`src/pcg_pkg.sv`:
```
// Package for the peripheral clock gate control block.
// Assumes a 32-bit AHB-Lite slave with one word per register.
package pcg_pkg;
    // ==========================================
    // Register byte offsets
    localparam logic [7:0] PCG_OFF_CTRL_A = 8'h00;
    localparam logic [7:0] PCG_OFF_CTRL_B = 8'h04;
    localparam logic [7:0] PCG_OFF_CTRL_C = 8'h08;
    // ==========================================
    // Masks of implemented bits per register
    localparam logic [15:0] PCG_MASK_A = 16'hF9FB;
    localparam logic [15:0] PCG_MASK_B = 16'hC30F;
    localparam logic [15:0] PCG_MASK_C = 16'h07C0;
    // Value after reset: every peripheral enabled
    localparam logic [15:0] PCG_RESET_VAL = 16'h0000;
    // ==========================================
    // Field positions, register A
    localparam int PCG_A_TIMER_LO = 11;
    localparam int PCG_A_CODEC = 8;
    localparam int PCG_A_TWO_WIRE = 7;
    localparam int PCG_A_SERIAL_TWO = 6;
    localparam int PCG_A_SERIAL_ONE = 5;
    localparam int PCG_A_SYNC_TWO = 4;
    localparam int PCG_A_SYNC_ONE = 3;
    localparam int PCG_A_CAN = 1;
    localparam int PCG_A_CONVERTER = 0;
    // Field positions, register B
    localparam int PCG_B_CAPTURE_HI = 14;
    localparam int PCG_B_CAPTURE_LO = 8;
    localparam int PCG_B_COMPARE_LO = 0;
    // Field positions, register C
    localparam int PCG_C_COMPARATOR = 10;
    localparam int PCG_C_CALENDAR = 9;
    localparam int PCG_C_PARALLEL = 8;
    localparam int PCG_C_CHECKSUM = 7;
    localparam int PCG_C_DAC = 6;
    // ==========================================
    // Bus encodings
    localparam logic [1:0] PCG_HTRANS_NONSEQ = 2'b10;
    localparam logic [1:0] PCG_HTRANS_SEQ = 2'b11;
    localparam logic PCG_HRESP_OKAY = 1'b0;
endpackage : pcg_pkg

```
`src/pcg_ctrl.sv`:
```
// Peripheral clock gate control: three disable registers on AHB-Lite
// and one registered enable per implemented disable bit.
// Assumes mclk_in is the system clock and peripherals own their gates.
//
// Contract
// - Register A bits 15..11 disable timers five..one
// - Register A bit 8 disables codec interface
// - A bits 7,6,5 disable two-wire, serial two, one
// - A bits 4,3 disable sync serial two, one
// - A bits 1,0 disable CAN and converter
// - B bits 15,14,9,8 disable captures 8,7,2,1
// - B bits 3..0 disable compares four..one
// - C bits 10,9,8 disable comparator, calendar, parallel
// - C bits 7,6 disable checksum unit and DAC
// - Unimplemented bit positions always read zero
// - Implemented bits read/write, cleared at reset
// - Disabled peripheral gets no clock, no access
// - Disable and enable take effect one cycle later
// - Runs only if enabled and present in variant
//
// Local design decisions: the AHB-Lite register port and the address map.
`timescale 1ns/1ps
module pcg_ctrl
    import pcg_pkg::*;
#(
    // Peripherals present in this variant, per register bit
    parameter logic [15:0] PRESENT_A = 16'hF9FB,
    parameter logic [15:0] PRESENT_B = 16'hC30F,
    parameter logic [15:0] PRESENT_C = 16'h07C0
) (
    // Clock and reset
    input wire logic mclk_in,
    input wire logic rst_b_in,
    // AHB-Lite slave
    input wire logic hsel_in,
    input wire logic [7:0] haddr_in,
    input wire logic [1:0] htrans_in,
    input wire logic hwrite_in,
    input wire logic [2:0] hsize_in,
    input wire logic [31:0] hwdata_in,
    input wire logic hready_in,
    output logic [31:0] hrdata_out,
    output logic hreadyout_out,
    output logic hresp_out,
    // Peripheral clock enables, register A
    output logic [4:0] timer_en_out,
    output logic codec_iface_en_out,
    output logic two_wire_unit_en_out,
    output logic serial_port_two_en_out,
    output logic serial_port_one_en_out,
    output logic sync_serial_two_en_out,
    output logic sync_serial_one_en_out,
    output logic can_unit_en_out,
    output logic converter_en_out,
    // Peripheral clock enables, register B
    output logic [3:0] capture_en_out,
    output logic [3:0] compare_en_out,
    // Peripheral clock enables, register C
    output logic comparator_en_out,
    output logic calendar_clock_en_out,
    output logic parallel_port_en_out,
    output logic checksum_unit_en_out,
    output logic dac_unit_en_out
);

    // ==========================================
    // Address phase capture
    logic wr_pend_q; // Write data phase pending
    logic [7:0] wr_addr_q; // Address of pending write
    logic access_ok; // Valid transfer in address phase

    // Disable registers
    logic [15:0] ctrl_a_q;
    logic [15:0] ctrl_b_q;
    logic [15:0] ctrl_c_q;
    // Registered enables, all three registers
    logic [15:0] en_a_q;
    logic [15:0] en_b_q;
    logic [15:0] en_c_q;

    // Transfer is valid when selected, the bus is ready and htrans is NONSEQ or SEQ
    assign access_ok = hsel_in && hready_in &&
        (htrans_in == PCG_HTRANS_NONSEQ || htrans_in == PCG_HTRANS_SEQ);

    // Zero wait states, always OKAY
    assign hreadyout_out = 1'b1;
    assign hresp_out = PCG_HRESP_OKAY;

    // Latch write address for the data phase
    always_ff @(posedge mclk_in) begin
        if (!rst_b_in) begin
            wr_pend_q <= 1'b0;
            wr_addr_q <= 8'h00;
        end else begin
            wr_pend_q <= access_ok && hwrite_in;
            if (access_ok) begin
                wr_addr_q <= haddr_in;
            end
        end
    end

    // ==========================================
    // Disable register writes; unimplemented bits forced to zero
    always_ff @(posedge mclk_in) begin
        if (!rst_b_in) begin
            ctrl_a_q <= PCG_RESET_VAL;
            ctrl_b_q <= PCG_RESET_VAL;
            ctrl_c_q <= PCG_RESET_VAL;
        end else if (wr_pend_q) begin
            case (wr_addr_q)
                // Register A: timers, codec, serial, CAN, converter
                PCG_OFF_CTRL_A: begin
                    ctrl_a_q <= hwdata_in[15:0] & PCG_MASK_A;
                end
                // Register B: captures and compares
                PCG_OFF_CTRL_B: begin
                    ctrl_b_q <= hwdata_in[15:0] & PCG_MASK_B;
                end
                // Register C: comparator, calendar, parallel, etc.
                PCG_OFF_CTRL_C: begin
                    ctrl_c_q <= hwdata_in[15:0] & PCG_MASK_C;
                end
                // Unmapped write is ignored
                default: begin
                    ctrl_a_q <= ctrl_a_q;
                end
            endcase
        end
    end

    // ==========================================
    // Read data, registered at the address phase
    always_ff @(posedge mclk_in) begin
        if (!rst_b_in) begin
            hrdata_out <= 32'h0000_0000;
        end else if (access_ok && !hwrite_in) begin
            case (haddr_in)
                // Upper bits and unimplemented bits read zero
                PCG_OFF_CTRL_A: begin
                    hrdata_out <= {16'h0000, ctrl_a_q};
                end
                PCG_OFF_CTRL_B: begin
                    hrdata_out <= {16'h0000, ctrl_b_q};
                end
                PCG_OFF_CTRL_C: begin
                    hrdata_out <= {16'h0000, ctrl_c_q};
                end
                // Unmapped reads return zero
                default: begin
                    hrdata_out <= 32'h0000_0000;
                end
            endcase
        end
    end

    // ==========================================
    // Enables: inverted disable bit, gated by presence, one cycle later
    always_ff @(posedge mclk_in) begin
        if (!rst_b_in) begin
            en_a_q <= 16'h0000;
            en_b_q <= 16'h0000;
            en_c_q <= 16'h0000;
        end else begin
            en_a_q <= ~ctrl_a_q & PRESENT_A & PCG_MASK_A;
            en_b_q <= ~ctrl_b_q & PRESENT_B & PCG_MASK_B;
            en_c_q <= ~ctrl_c_q & PRESENT_C & PCG_MASK_C;
        end
    end

    // ==========================================
    // Enable outputs; a low enable stops the peripheral clock and access
    // Timers five..one from bits 15..11
    assign timer_en_out = en_a_q[PCG_A_TIMER_LO +: 5];
    assign codec_iface_en_out = en_a_q[PCG_A_CODEC];
    assign two_wire_unit_en_out = en_a_q[PCG_A_TWO_WIRE];
    assign serial_port_two_en_out = en_a_q[PCG_A_SERIAL_TWO];
    assign serial_port_one_en_out = en_a_q[PCG_A_SERIAL_ONE];
    assign sync_serial_two_en_out = en_a_q[PCG_A_SYNC_TWO];
    assign sync_serial_one_en_out = en_a_q[PCG_A_SYNC_ONE];
    assign can_unit_en_out = en_a_q[PCG_A_CAN];
    assign converter_en_out = en_a_q[PCG_A_CONVERTER];
    // Captures 8,7 from bits 15,14 and 2,1 from bits 9,8
    assign capture_en_out = {en_b_q[PCG_B_CAPTURE_HI +: 2],
        en_b_q[PCG_B_CAPTURE_LO +: 2]};
    // Compares four..one from bits 3..0
    assign compare_en_out = en_b_q[PCG_B_COMPARE_LO +: 4];
    assign comparator_en_out = en_c_q[PCG_C_COMPARATOR];
    assign calendar_clock_en_out = en_c_q[PCG_C_CALENDAR];
    assign parallel_port_en_out = en_c_q[PCG_C_PARALLEL];
    assign checksum_unit_en_out = en_c_q[PCG_C_CHECKSUM];
    assign dac_unit_en_out = en_c_q[PCG_C_DAC];

    // ==========================================
    // Assertions
    // Cleared register A disable bit yields enable next cycle when present
    property p_enable_follow;
        @(posedge mclk_in) disable iff (!rst_b_in)
        1'b1 |=> en_a_q == (~$past(ctrl_a_q) & PRESENT_A & PCG_MASK_A);
    endproperty
    a_enable_follow: assert property (p_enable_follow)
        else $error("register A enables do not follow disable bits");

    property p_unimpl_zero;
        @(posedge mclk_in) disable iff (!rst_b_in)
        ((ctrl_a_q & ~PCG_MASK_A) == 16'h0000) &&
        ((ctrl_b_q & ~PCG_MASK_B) == 16'h0000) &&
        ((ctrl_c_q & ~PCG_MASK_C) == 16'h0000);
    endproperty
    a_unimpl_zero: assert property (p_unimpl_zero)
        else $error("unimplemented bit is set");

    property p_write_b;
        @(posedge mclk_in) disable iff (!rst_b_in)
        wr_pend_q && wr_addr_q == PCG_OFF_CTRL_B
        |=> ctrl_b_q == ($past(hwdata_in[15:0]) & PCG_MASK_B);
    endproperty
    a_write_b: assert property (p_write_b)
        else $error("register B write not stored");

    property p_read_c;
        @(posedge mclk_in) disable iff (!rst_b_in)
        access_ok && !hwrite_in && haddr_in == PCG_OFF_CTRL_C
        |=> hrdata_out == {16'h0000, $past(ctrl_c_q)};
    endproperty
    a_read_c: assert property (p_read_c)
        else $error("register C read data wrong");

    property p_timer_gate;
        @(posedge mclk_in) disable iff (!rst_b_in)
        $past(ctrl_a_q[15]) |-> !timer_en_out[4];
    endproperty
    a_timer_gate: assert property (p_timer_gate)
        else $error("timer five enabled while disabled");

    property p_codec_gate;
        @(posedge mclk_in) disable iff (!rst_b_in)
        $rose(ctrl_a_q[8]) |=> !codec_iface_en_out;
    endproperty
    a_codec_gate: assert property (p_codec_gate)
        else $error("codec interface not disabled a cycle later");

    property p_serial_gate;
        @(posedge mclk_in) disable iff (!rst_b_in)
        $fell(ctrl_a_q[5]) && PRESENT_A[5] |=> serial_port_one_en_out;
    endproperty
    a_serial_gate: assert property (p_serial_gate)
        else $error("serial port one not re-enabled");

    property p_capture_gate;
        @(posedge mclk_in) disable iff (!rst_b_in)
        capture_en_out[3] |-> $past(!ctrl_b_q[15]) && PRESENT_B[15];
    endproperty
    a_capture_gate: assert property (p_capture_gate)
        else $error("capture eight enabled while disabled");

    property p_dac_gate;
        @(posedge mclk_in) disable iff (!rst_b_in)
        dac_unit_en_out |-> $past(!ctrl_c_q[6]) && PRESENT_C[6];
    endproperty
    a_dac_gate: assert property (p_dac_gate)
        else $error("DAC enabled while disabled");

    // A write to register A stores the masked low half-word
    property p_write_a;
        @(posedge mclk_in) disable iff (!rst_b_in)
        wr_pend_q && wr_addr_q == PCG_OFF_CTRL_A
        |=> ctrl_a_q == ($past(hwdata_in[15:0]) & PCG_MASK_A);
    endproperty
    a_write_a: assert property (p_write_a)
        else $error("register A write not stored");

    // Synchronous reset clears registers, register A enables and read data
    property p_reset_clear;
        @(posedge mclk_in)
        !rst_b_in |=> ctrl_a_q == PCG_RESET_VAL &&
            ctrl_b_q == PCG_RESET_VAL && ctrl_c_q == PCG_RESET_VAL &&
            en_a_q == 16'h0000 && hrdata_out == 32'h0000_0000;
    endproperty
    a_reset_clear: assert property (p_reset_clear)
        else $error("state not cleared by reset");

    // Upper half of the read word always reads zero
    property p_read_upper;
        @(posedge mclk_in) disable iff (!rst_b_in)
        hrdata_out[31:16] == 16'h0000;
    endproperty
    a_read_upper: assert property (p_read_upper)
        else $error("upper read data not zero");

    // Reads outside the three registers return zero
    property p_unmapped_read;
        @(posedge mclk_in) disable iff (!rst_b_in)
        access_ok && !hwrite_in && haddr_in != PCG_OFF_CTRL_A &&
        haddr_in != PCG_OFF_CTRL_B && haddr_in != PCG_OFF_CTRL_C
        |=> hrdata_out == 32'h0000_0000;
    endproperty
    a_unmapped_read: assert property (p_unmapped_read)
        else $error("unmapped read not zero");

    // Sync serial enables follow their bits one cycle late
    property p_sync_gate;
        @(posedge mclk_in) disable iff (!rst_b_in)
        $past(rst_b_in) |->
            {sync_serial_two_en_out, sync_serial_one_en_out} ==
            (~$past(ctrl_a_q[4:3]) & PRESENT_A[4:3]);
    endproperty
    a_sync_gate: assert property (p_sync_gate)
        else $error("sync serial enables wrong");

    // CAN and converter enables follow their bits one cycle late
    property p_can_gate;
        @(posedge mclk_in) disable iff (!rst_b_in)
        $past(rst_b_in) |->
            {can_unit_en_out, converter_en_out} ==
            (~$past(ctrl_a_q[1:0]) & PRESENT_A[1:0]);
    endproperty
    a_can_gate: assert property (p_can_gate)
        else $error("CAN or converter enable wrong");

    // Compare enables follow their bits one cycle late
    property p_compare_gate;
        @(posedge mclk_in) disable iff (!rst_b_in)
        $past(rst_b_in) |->
            compare_en_out == (~$past(ctrl_b_q[3:0]) & PRESENT_B[3:0]);
    endproperty
    a_compare_gate: assert property (p_compare_gate)
        else $error("compare enables wrong");

    // Comparator, calendar and parallel port enables
    property p_calendar_gate;
        @(posedge mclk_in) disable iff (!rst_b_in)
        $past(rst_b_in) |->
            {comparator_en_out, calendar_clock_en_out,
            parallel_port_en_out} ==
            (~$past(ctrl_c_q[10:8]) & PRESENT_C[10:8]);
    endproperty
    a_calendar_gate: assert property (p_calendar_gate)
        else $error("register C upper enables wrong");

    // No enable stays high once its disable bit was set
    property p_no_clock_off;
        @(posedge mclk_in) disable iff (!rst_b_in)
        ((en_a_q & $past(ctrl_a_q)) == 16'h0000) &&
        ((en_b_q & $past(ctrl_b_q)) == 16'h0000) &&
        ((en_c_q & $past(ctrl_c_q)) == 16'h0000);
    endproperty
    a_no_clock_off: assert property (p_no_clock_off)
        else $error("disabled peripheral still clocked");

    // Units absent from this variant never get a clock
    property p_present_only;
        @(posedge mclk_in) disable iff (!rst_b_in)
        ((en_a_q & ~PRESENT_A) == 16'h0000) &&
        ((en_b_q & ~PRESENT_B) == 16'h0000) &&
        ((en_c_q & ~PRESENT_C) == 16'h0000);
    endproperty
    a_present_only: assert property (p_present_only)
        else $error("absent unit enabled");

endmodule : pcg_ctrl

```
`config.mk`:
```
export PLATFORM = sky130hd
export DESIGN_NAME = pcg_ctrl
export DESIGN_NICKNAME = d
export VERILOG_FILES = /design/src/pcg_pkg.sv /design/src/pcg_ctrl.sv
export SDC_FILE = /design/constraint.sdc
export NUM_CORES = 1
export LEC_CHECK = 0
export BUFFER_PORTS_ARGS = -buffer_cell sky130_fd_sc_hd__buf_2
export CAP_MARGIN = 20
export CORE_MARGIN = 4
export CORE_UTILIZATION = 52
export DETAILED_ROUTE_END_ITERATION = 12
export GPL_TIMING_DRIVEN = 0
export PLACE_DENSITY = 0.81
export SETUP_SLACK_MARGIN = 0.3
export SLEW_MARGIN = 10
export SYNTH_ARGS = -nofsm -noshare
export SYNTH_HDL_FRONTEND = slang
export SYNTH_SLANG_ARGS = --single-unit
```
`constraint.sdc`:
```
create_clock -name mclk_in -period 4.7 [get_ports mclk_in]
set_clock_uncertainty 0.2 [all_clocks]
set_input_delay 1.175 -clock mclk_in [delete_from_list [all_inputs] [get_ports mclk_in]]
set_output_delay 1.175 -clock mclk_in [all_outputs]
set_load 0.03 [all_outputs]
```
* Yosys cells after proc, flatten, opt, wreduce, memory -nomap -nowiden
Cells that the tools add are included.
** Cells by class
- Reduce and logical (&&, ||, !) cells :: 11
- Multiplexer cells :: 1
- Eq/ne operators :: 6
- Bitwise gates (word level) :: 3
** Operator list (count)
- $pmux W16 S3 :: 1
- $not A16 Y16 :: 2
- $eq A8 B3 Y1 const B :: 2
- $eq A8 B4 Y1 const B :: 2
- $logic_not A8 Y1 :: 2
- $not A11 Y11 :: 1
- $reduce_and A2 Y1 :: 3
- $eq A2 B2 Y1 const B :: 2
- $logic_and A1 B1 Y1 :: 4
- $logic_not A1 Y1 :: 1
- $logic_or A1 B1 Y1 :: 1
** Word-level totals
- Bits in registers :: 93
- Output and inout bits :: 60
- Input bits :: 50
- Logic and storage cells :: 30

* Logic depth before layout (Yosys ltp)
Gate-level depths: netlist (run 1).
- Word-level depth :: 4
- Depth in mapped cells :: 5
- Gate-level depth less buffers :: 3

* Worst setup path before layout (run 1)
OpenSTA, ideal clock, no wires.
- Path kind :: input to register
- Start point :: in rst_b_in
- End point :: reg hrdata_out[8]
- Stages :: 5
- Buffers on the path :: 3
- Arrival :: 2111 ps
- Slack :: 2302 ps
- Cell sequence :: clkbuf_1 -> clkbuf_1 -> buf_1 -> nand3_1 -> o31ai_1
** RTL lines
- start, declared :: RTL line pcg_ctrl.sv:33 : input wire logic rst_b_in,
- end signal, assigned :: RTL line pcg_ctrl.sv:140 : hrdata_out <= {16'h0000, ctrl_a_q};
- end signal, assigned :: RTL line pcg_ctrl.sv:143 : hrdata_out <= {16'h0000, ctrl_b_q};
- end signal, assigned :: RTL line pcg_ctrl.sv:146 : hrdata_out <= {16'h0000, ctrl_c_q};
- end, declared :: RTL line pcg_ctrl.sv:42 : output logic [31:0] hrdata_out,

* Worst setup path in the final report (run 1)
- Start point :: in haddr_in[7]
- End point :: reg hrdata_out[3]
** Between the ends
- Cells in the longest elaborated chain, start to end :: 2
** Ends and longest elaborated chain
- start, declared :: RTL line pcg_ctrl.sv:36 : input wire logic [7:0] haddr_in,
- $eq A8 B4 Y1, or another cell as far along :: RTL line pcg_ctrl.sv:137 : case (haddr_in)
- $pmux W16 S3 (*) :: RTL line pcg_ctrl.sv:137
Every way passes the cells marked *; elsewhere a longest branch is shown, timed or not.
A chain may end at the register's enable or synchronous reset.

==> impl_metrics.py, run 1 <==
metrics = {
    "outcome": {
        "status": "completed",
    },
    "detailed_routing": {
        "wl_met3_um": 415,
        "firstDrtPassIters": 4,
        "wirelength_um": 6580,
        "antenna_left": 0,
        "routedWlPerCell_um": 13.7,
        "top_layer": "met4",
        "drc": 0,
        "wl_met1_um": 2850,
        "route.met2.wl_um": 3170,
        "dr_total_vias": 2335,
        "routed_via_density": 4.87,
        "drtIter0Drc": 94,
    },
    "cts": {
        "clk_pin_slew_ns": 0.07,
        "ctsResizeCount": 0,
        "cts_buffers": 9,
        "clock_sinks": 77,
        "cts.path.max_buffers": 2,
        "clockRootBuffer": "clkbuf_8",
        "post_cts_buffers": 0,
        "hold_buffers": 0,
        "clk_latency_ns": 0.34,
        "htreeDepth": 3,
        "tritoncts": "yes",
    },
    "global_route": {
        "antenna_found_initial": 0,
        "grt_pass1_wl_um": 10600,
        "grt_pass1_vias": 2297,
        "track_usage": 0.192,
        "grt_max_degree": 13,
        "overflow": 0,
    },
    "place": {
        "dp.cells": 463,
        "gp_congestion": 0.792,
        "dp_hpwl_um": 4840,
        "port_buffers": 70,
    },
    "synth": {
        "ys_seq_elements": 77,
        "postSynthAreaPerCell_sq_um": 9.57,
        "netlist_area_sq_um": 2920,
        "yosys_warnings": 0,
        "ys_types": 29,
        "seq_area_frac_synth": 0.528,
        "synthCells": 305,
    },
    "critical_path": {
        "max_stage_delay_ns": 0.74,
        "worst-setup-path-type": "input port to flop",
        "cp_max_fo": 5,
        "cp_cell_sequence": "buf_2, nor4_1, nand4_1, o21ai_0",
        "cp-start-kind": "input port",
        "path_depth": 4,
        "r2r_cells": 4,
        "required_ns": 4.76,
        "cp_data_arrival_time_ns": 2.69,
        "path_buf_inv": 1,
        "crit_family": "simple AND/OR/NAND/NOR gates",
        "end_kind": "flop",
        "slowest_stage": "nor4_1",
    },
    "cells_and_area": {
        "fin_nets": 452,
        "final_cells": 479,
        "area_delta_synth_final_pct": 23.7,
        "drive_gt1_frac": 0.270,
        "post-route-util": 0.660,
        "n_antenna_cell": 0,
    },
    "timing": {
        "tightest_slew_ns": 0.850,
        "setup_tns_ns": 0,
        "whs_ns": 0.210,
        "max_freq_mhz": 381,
        "slew_violations": 0,
        "finalCriticalPeriod_ns": 2.63,
        "period_share": 0.559,
        "final-setup-viol-count": 0,
        "rsz0062_at_grt": "no",
        "hold_viol": 0,
        "slew_headroom": 0.428,
    },
    "power": {
        "p_leak_nw": 1.67,
        "power_density_nw_per_um2": 357,
        "peakVddDrop_v": 0.000166,
        "p_total_mw": 1.29,
    },
    "floorplanning": {
        "die_x_um": 82.9,
        "die-height_um": 82.9,
        "core_region_area_sq_um": 5470,
        "dieArea_sq_um": 6880,
        "initial_core_util": 0.534,
        "pin_count": 110,
        "num_rows": 27,
    },
    "hold_path": {
        "whs_path_depth": 1,
        "hold_path_class": "flop to flop",
    },
    "flow_run": {
        "max-cap-violations": 0,
    },
}
==> cell usage after synthesis <==
| library cell | instances | area share |
|---|---|---|
| nand4b_1 | 1 | 0.0030 |
| and4b_1 | 1 | 0.0034 |
| and3b_1 | 3 | 0.0090 |
| nand3_1 | 17 | 0.029 |
| nand2_1 | 63 | 0.081 |
| nor3_2 | 1 | 0.0034 |
| inv_1 | 3 | 0.0039 |
| nor4_1 | 1 | 0.0021 |
| buf_6 | 2 | 0.0077 |
| buf_4 | 18 | 0.046 |
| nand4_1 | 4 | 0.0086 |
| buf_2 | 1 | 0.0017 |
| mux2i_1 | 31 | 0.11 |
| nor2b_1 | 27 | 0.058 |
| clkbuf_1 | 14 | 0.018 |
| o21ai_0 | 13 | 0.022 |
| or4_1 | 2 | 0.0051 |
| a21oi_1 | 1 | 0.0017 |
| conb_1 | 2 | 0.0026 |
| or3_1 | 2 | 0.0043 |
| or4b_4 | 1 | 0.0047 |
| o31ai_1 | 2 | 0.0051 |
| mux2_2 | 3 | 0.012 |
| and3_1 | 2 | 0.0043 |
| dfxtp_1 | 77 | 0.53 |
| a31oi_1 | 1 | 0.0021 |
| a21boi_0 | 9 | 0.023 |
| nor2_1 | 2 | 0.0026 |
| buf_1 | 1 | 0.0013 |
==> layout make-up <==
class | count | area, sq um
fill | 456 | 1860
sequential | 77 | 1540
multi-input combinational | 205 | 1210
timing repair buffer | 70 | 350
buffer | 36 | 219
clock buffer | 12 | 145
tap | 72 | 90.1
clock inverter | 4 | 47.5
inverter | 3 | 11.3
==> stage by stage <==
step                setup slack (ns)  area [sq um]
floorplan                       2.30          2980
global route                    1.94          3610
finish                          2.07          3610
CTS                             2.10          3610
global placement                1.75          3420
detailed placement              1.74          3420
==> registers in the layout (all words and copies together) (netlist names) <==
| register | count |
|---|---|
| ctrl_c_q | 5 |
| en_a_q | 13 |
| en_c_q | 5 |
| wr_pend_q | 1 |
| wr_addr_q | 8 |
| ctrl_b_q | 8 |
| hrdata_out | 16 |
| en_b_q | 8 |
| ctrl_a_q | 13 |
==> worst register-to-register path, cell delays in order, from the launching register on <==
cell and delay, ns:
dfxtp_1 0.32, or4b_4 0.55, nor3_2 0.41, buf_6 0.25, mux2i_1 0.23
==> layout by cell type, fill, tap and decap left out, types with 3 or more instances in the layout <==
cell type   n
buf_4      18
conb_1     18
nand2_1    63
clkbuf_8   10
nand4_1     4
and3b_1     3
a21boi_0    9
mux2_2      3
dfxtp_1    77
inv_1       3
mux2i_1    31
o21ai_0    13
clkbuf_1   16
nor2b_1    27
buf_2      71
nand3_1    17
==> report_power, final <==
| group | internal (mW) | switching (mW) | total, mW | leakage [nW] |
|---|---|---|---|---|
| Clock | 0.258 | 0.226 | 0.485 | 0.0964 |
| Combinational | 0.0443 | 0.0888 | 0.133 | 0.947 |
| Sequential | 0.668 | 0.00487 | 0.673 | 0.631 |
| Total | 0.971 | 0.320 | 1.29 | 1.67 |
==> logic make-up after synthesis <==
| family | count (synthesis) | share of synthesized area |
|---|---|---|
| buf+inv | 39 | 0.0788 |
| mux | 34 | 0.118 |
| other cells | 2 | 0.00257 |
| simple gates | 127 | 0.219 |
| compound gates | 26 | 0.0544 |
| flops | 77 | 0.528 |
==> metal layers <==
metal  up-vias  global-route usage
met4         0               0.108
met2        82               0.316
met1      1066               0.233
met3        11              0.0407
li1       1176                   -
met5         -                   0
==> worst paths after layout <==
| path | startpoint | to | slack [ns] |
|---|---|---|---|
| max | haddr_in[7] | hrdata_out[3] | 2.07 |
| min | ctrl_a_q[11] | en_a_q[11] | 0.21 |
| max reg2reg | wr_addr_q[4] | ctrl_a_q[3] | 2.67 |
| min reg2reg | ctrl_a_q[11] | en_a_q[11] | 0.21 |
Power figures use the tool's default switching activity.
==> inputs of run 2 (changes only) <==
--- a/config.mk
+++ b/config.mk
@@ -8,10 +8,10 @@
 export BUFFER_PORTS_ARGS = -buffer_cell sky130_fd_sc_hd__buf_2
 export CAP_MARGIN = 20
 export CORE_MARGIN = 4
-export CORE_UTILIZATION = 52
+export CORE_UTILIZATION = 44
 export DETAILED_ROUTE_END_ITERATION = 12
 export GPL_TIMING_DRIVEN = 0
-export PLACE_DENSITY = 0.81
+export PLACE_DENSITY = 0.73
 export SETUP_SLACK_MARGIN = 0.3
 export SLEW_MARGIN = 10
 export SYNTH_ARGS = -nofsm -noshare
==> constraint.sdc (replaced) <==
create_clock -name mclk_in -period 2.25 [get_ports mclk_in]
set_clock_uncertainty 0.2 [all_clocks]
set_input_delay 0.5625 -clock mclk_in [delete_from_list [all_inputs] [get_ports mclk_in]]
set_output_delay 0.5625 -clock mclk_in [all_outputs]
set_load 0.03 [all_outputs]
==> impl_metrics.py, run 2 (synthesis gave the netlist of run 1 again) <==
metrics = {
    "outcome": {
        "status": "completed",
    },
    "cells_and_area": {
        "drive_gt1_frac": 0.279,
        "layout_common_cells": "dfxtp_1, buf_2, nand2_1",
        "regArea_sq_um": 1540,
        "fin_nets": 454,
        "regMostFlops": "hrdata_out",
        "final_cells": 486,
        "post-route-util": 0.574,
        "nFillCells": 583,
        "final_common_cell": "dfxtp_1",
        "multiInputGateArea_sq_um": 1230,
        "largest_reg_flops": 16,
        "area_delta_synth_final_pct": 25.6,
        "n_antenna_cell": 0,
        "largestRegisters": "hrdata_out (16), ctrl_a_q (13), en_a_q (13)",
    },
    "detailed_routing": {
        "routed_via_density": 4.80,
        "wirelength_um": 6850,
        "drtIter0Drc": 59,
        "drc": 0,
        "firstDrtPassIters": 4,
        "routedWlPerCell_um": 14.1,
        "dr_total_vias": 2331,
        "antenna_left": 0,
    },
    "power": {
        "peakVddDrop_v": 0.000455,
        "swShare": 0.248,
        "pwr-share-comb": 0.103,
        "p_seq_frac": 0.512,
        "power_density_nw_per_um2": 748,
        "p_sw_mw": 0.679,
        "internal_power_mw": 2.06,
        "power.share.clock": 0.384,
        "p_leak_nw": 1.70,
        "p_total_mw": 2.74,
    },
    "timing": {
        "finalCriticalPeriod_ns": 1.90,
        "whs_ns": 0.208,
        "slew_violations": 0,
        "tightest_slew_ns": 0.639,
        "rsz0062_at_grt": "no",
        "hold_viol": 0,
        "setup_tns_ns": 0,
        "max_freq_mhz": 526,
        "period_share": 0.845,
        "final-setup-viol-count": 0,
        "slew_headroom": 0.574,
    },
    "critical_path": {
        "cp_max_fo": 5,
        "cp_cell_sequence": "or4b_4, or3_1, buf_2, mux2i_1",
        "path_buf_inv": 1,
        "end_kind": "flop",
        "slowest_stage": "or4b_4",
        "worst-setup-path-type": "flop to flop",
        "crit_family": "simple AND/OR/NAND/NOR gates",
        "max_stage_delay_ns": 0.57,
        "cp_data_arrival_time_ns": 1.94,
        "required_ns": 2.29,
        "cp-start-kind": "flop",
    },
    "cts": {
        "clk_pin_slew_ns": 0.08,
        "tritoncts": "yes",
        "cts_buffers": 9,
        "clk_latency_ns": 0.35,
        "htreeDepth": 3,
        "clock_sinks": 77,
        "hold_buffers": 0,
        "clockRootBuffer": "clkbuf_8",
        "cts.path.max_buffers": 2,
    },
    "place": {
        "dp.cells": 468,
        "gp_congestion": 0.766,
        "port_buffers": 70,
        "dp_hpwl_um": 4940,
    },
    "global_route": {
        "track_usage": 0.181,
        "grt_max_degree": 13,
        "grt_pass1_vias": 2228,
        "grt_pass1_wl_um": 10700,
        "antenna_found_initial": 0,
        "overflow": 0,
    },
    "floorplanning": {
        "initial_core_util": 0.457,
        "dieArea_sq_um": 8000,
        "pin_count": 110,
        "die-height_um": 89.5,
        "die_x_um": 89.5,
        "num_rows": 29,
        "core_region_area_sq_um": 6390,
    },
    "flow_run": {
        "max-cap-violations": 0,
    },
    "hold_path": {
        "hold_path_class": "flop to flop",
    },
}
-- run 2: through the flow --
stage               cell area, sq um  setup WS (ns)
global route                    3670          0.313
floorplan                       2980          0.439
CTS                             3640          0.312
global placement                3430         -0.166
finish                          3670          0.348
detailed placement              3430         -0.195
-- run 2: final cells by class --
type | instances | area share
clock buffers | 13 | 0.0433
clock inverters | 3 | 0.0119
well taps | 77 | 0.0263
flip-flops and latches | 77 | 0.420
repair buffers | 72 | 0.0996
inverters | 3 | 0.00307
plain buffers | 36 | 0.0600
multi-input cells | 205 | 0.335
-- run 2: layer usage --
metal / vias up / wire length (um) / global-route usage
li1: 1179 / - / -
met1: 1063 / 2960 / 0.223
met2: 76 / 3230 / 0.293
met3: 13 / 506 / 0.0479
met4: 0 / 152 / 0.0893
met5: - / 0 / 0
-- run 2: timing repair --
item                       CTS  global route
resized for setup            2             3
setup endpoints to repair   20            11
pin swaps                    0             1
buffers inserted             0             2
-- run 2: path summary, 6_finish.rpt --
| path | start | endpoint | slack [ns] | cells after the start |
|---|---|---|---|---|
| setup / recovery | wr_addr_q[4] | ctrl_c_q[6] | 0.35 | 4 |
| hold / removal | ctrl_a_q[5] | en_a_q[5] | 0.21 | 1 |
| setup reg to reg | wr_addr_q[4] | ctrl_c_q[6] | 0.35 | 4 |
| hold reg to reg | ctrl_a_q[5] | en_a_q[5] | 0.21 | 1 |
-- run 2: power by group through the flow --
stage                     Clock, mW  Sequential (mW)  Combinational (mW)
after floorplan                   0             1.49               0.141
after global placement            0             1.44               0.276
after detailed placement          0             1.44               0.277
after CTS                      1.07             1.41               0.280
after global routing           1.12             1.41               0.308
final                          1.05             1.41               0.284
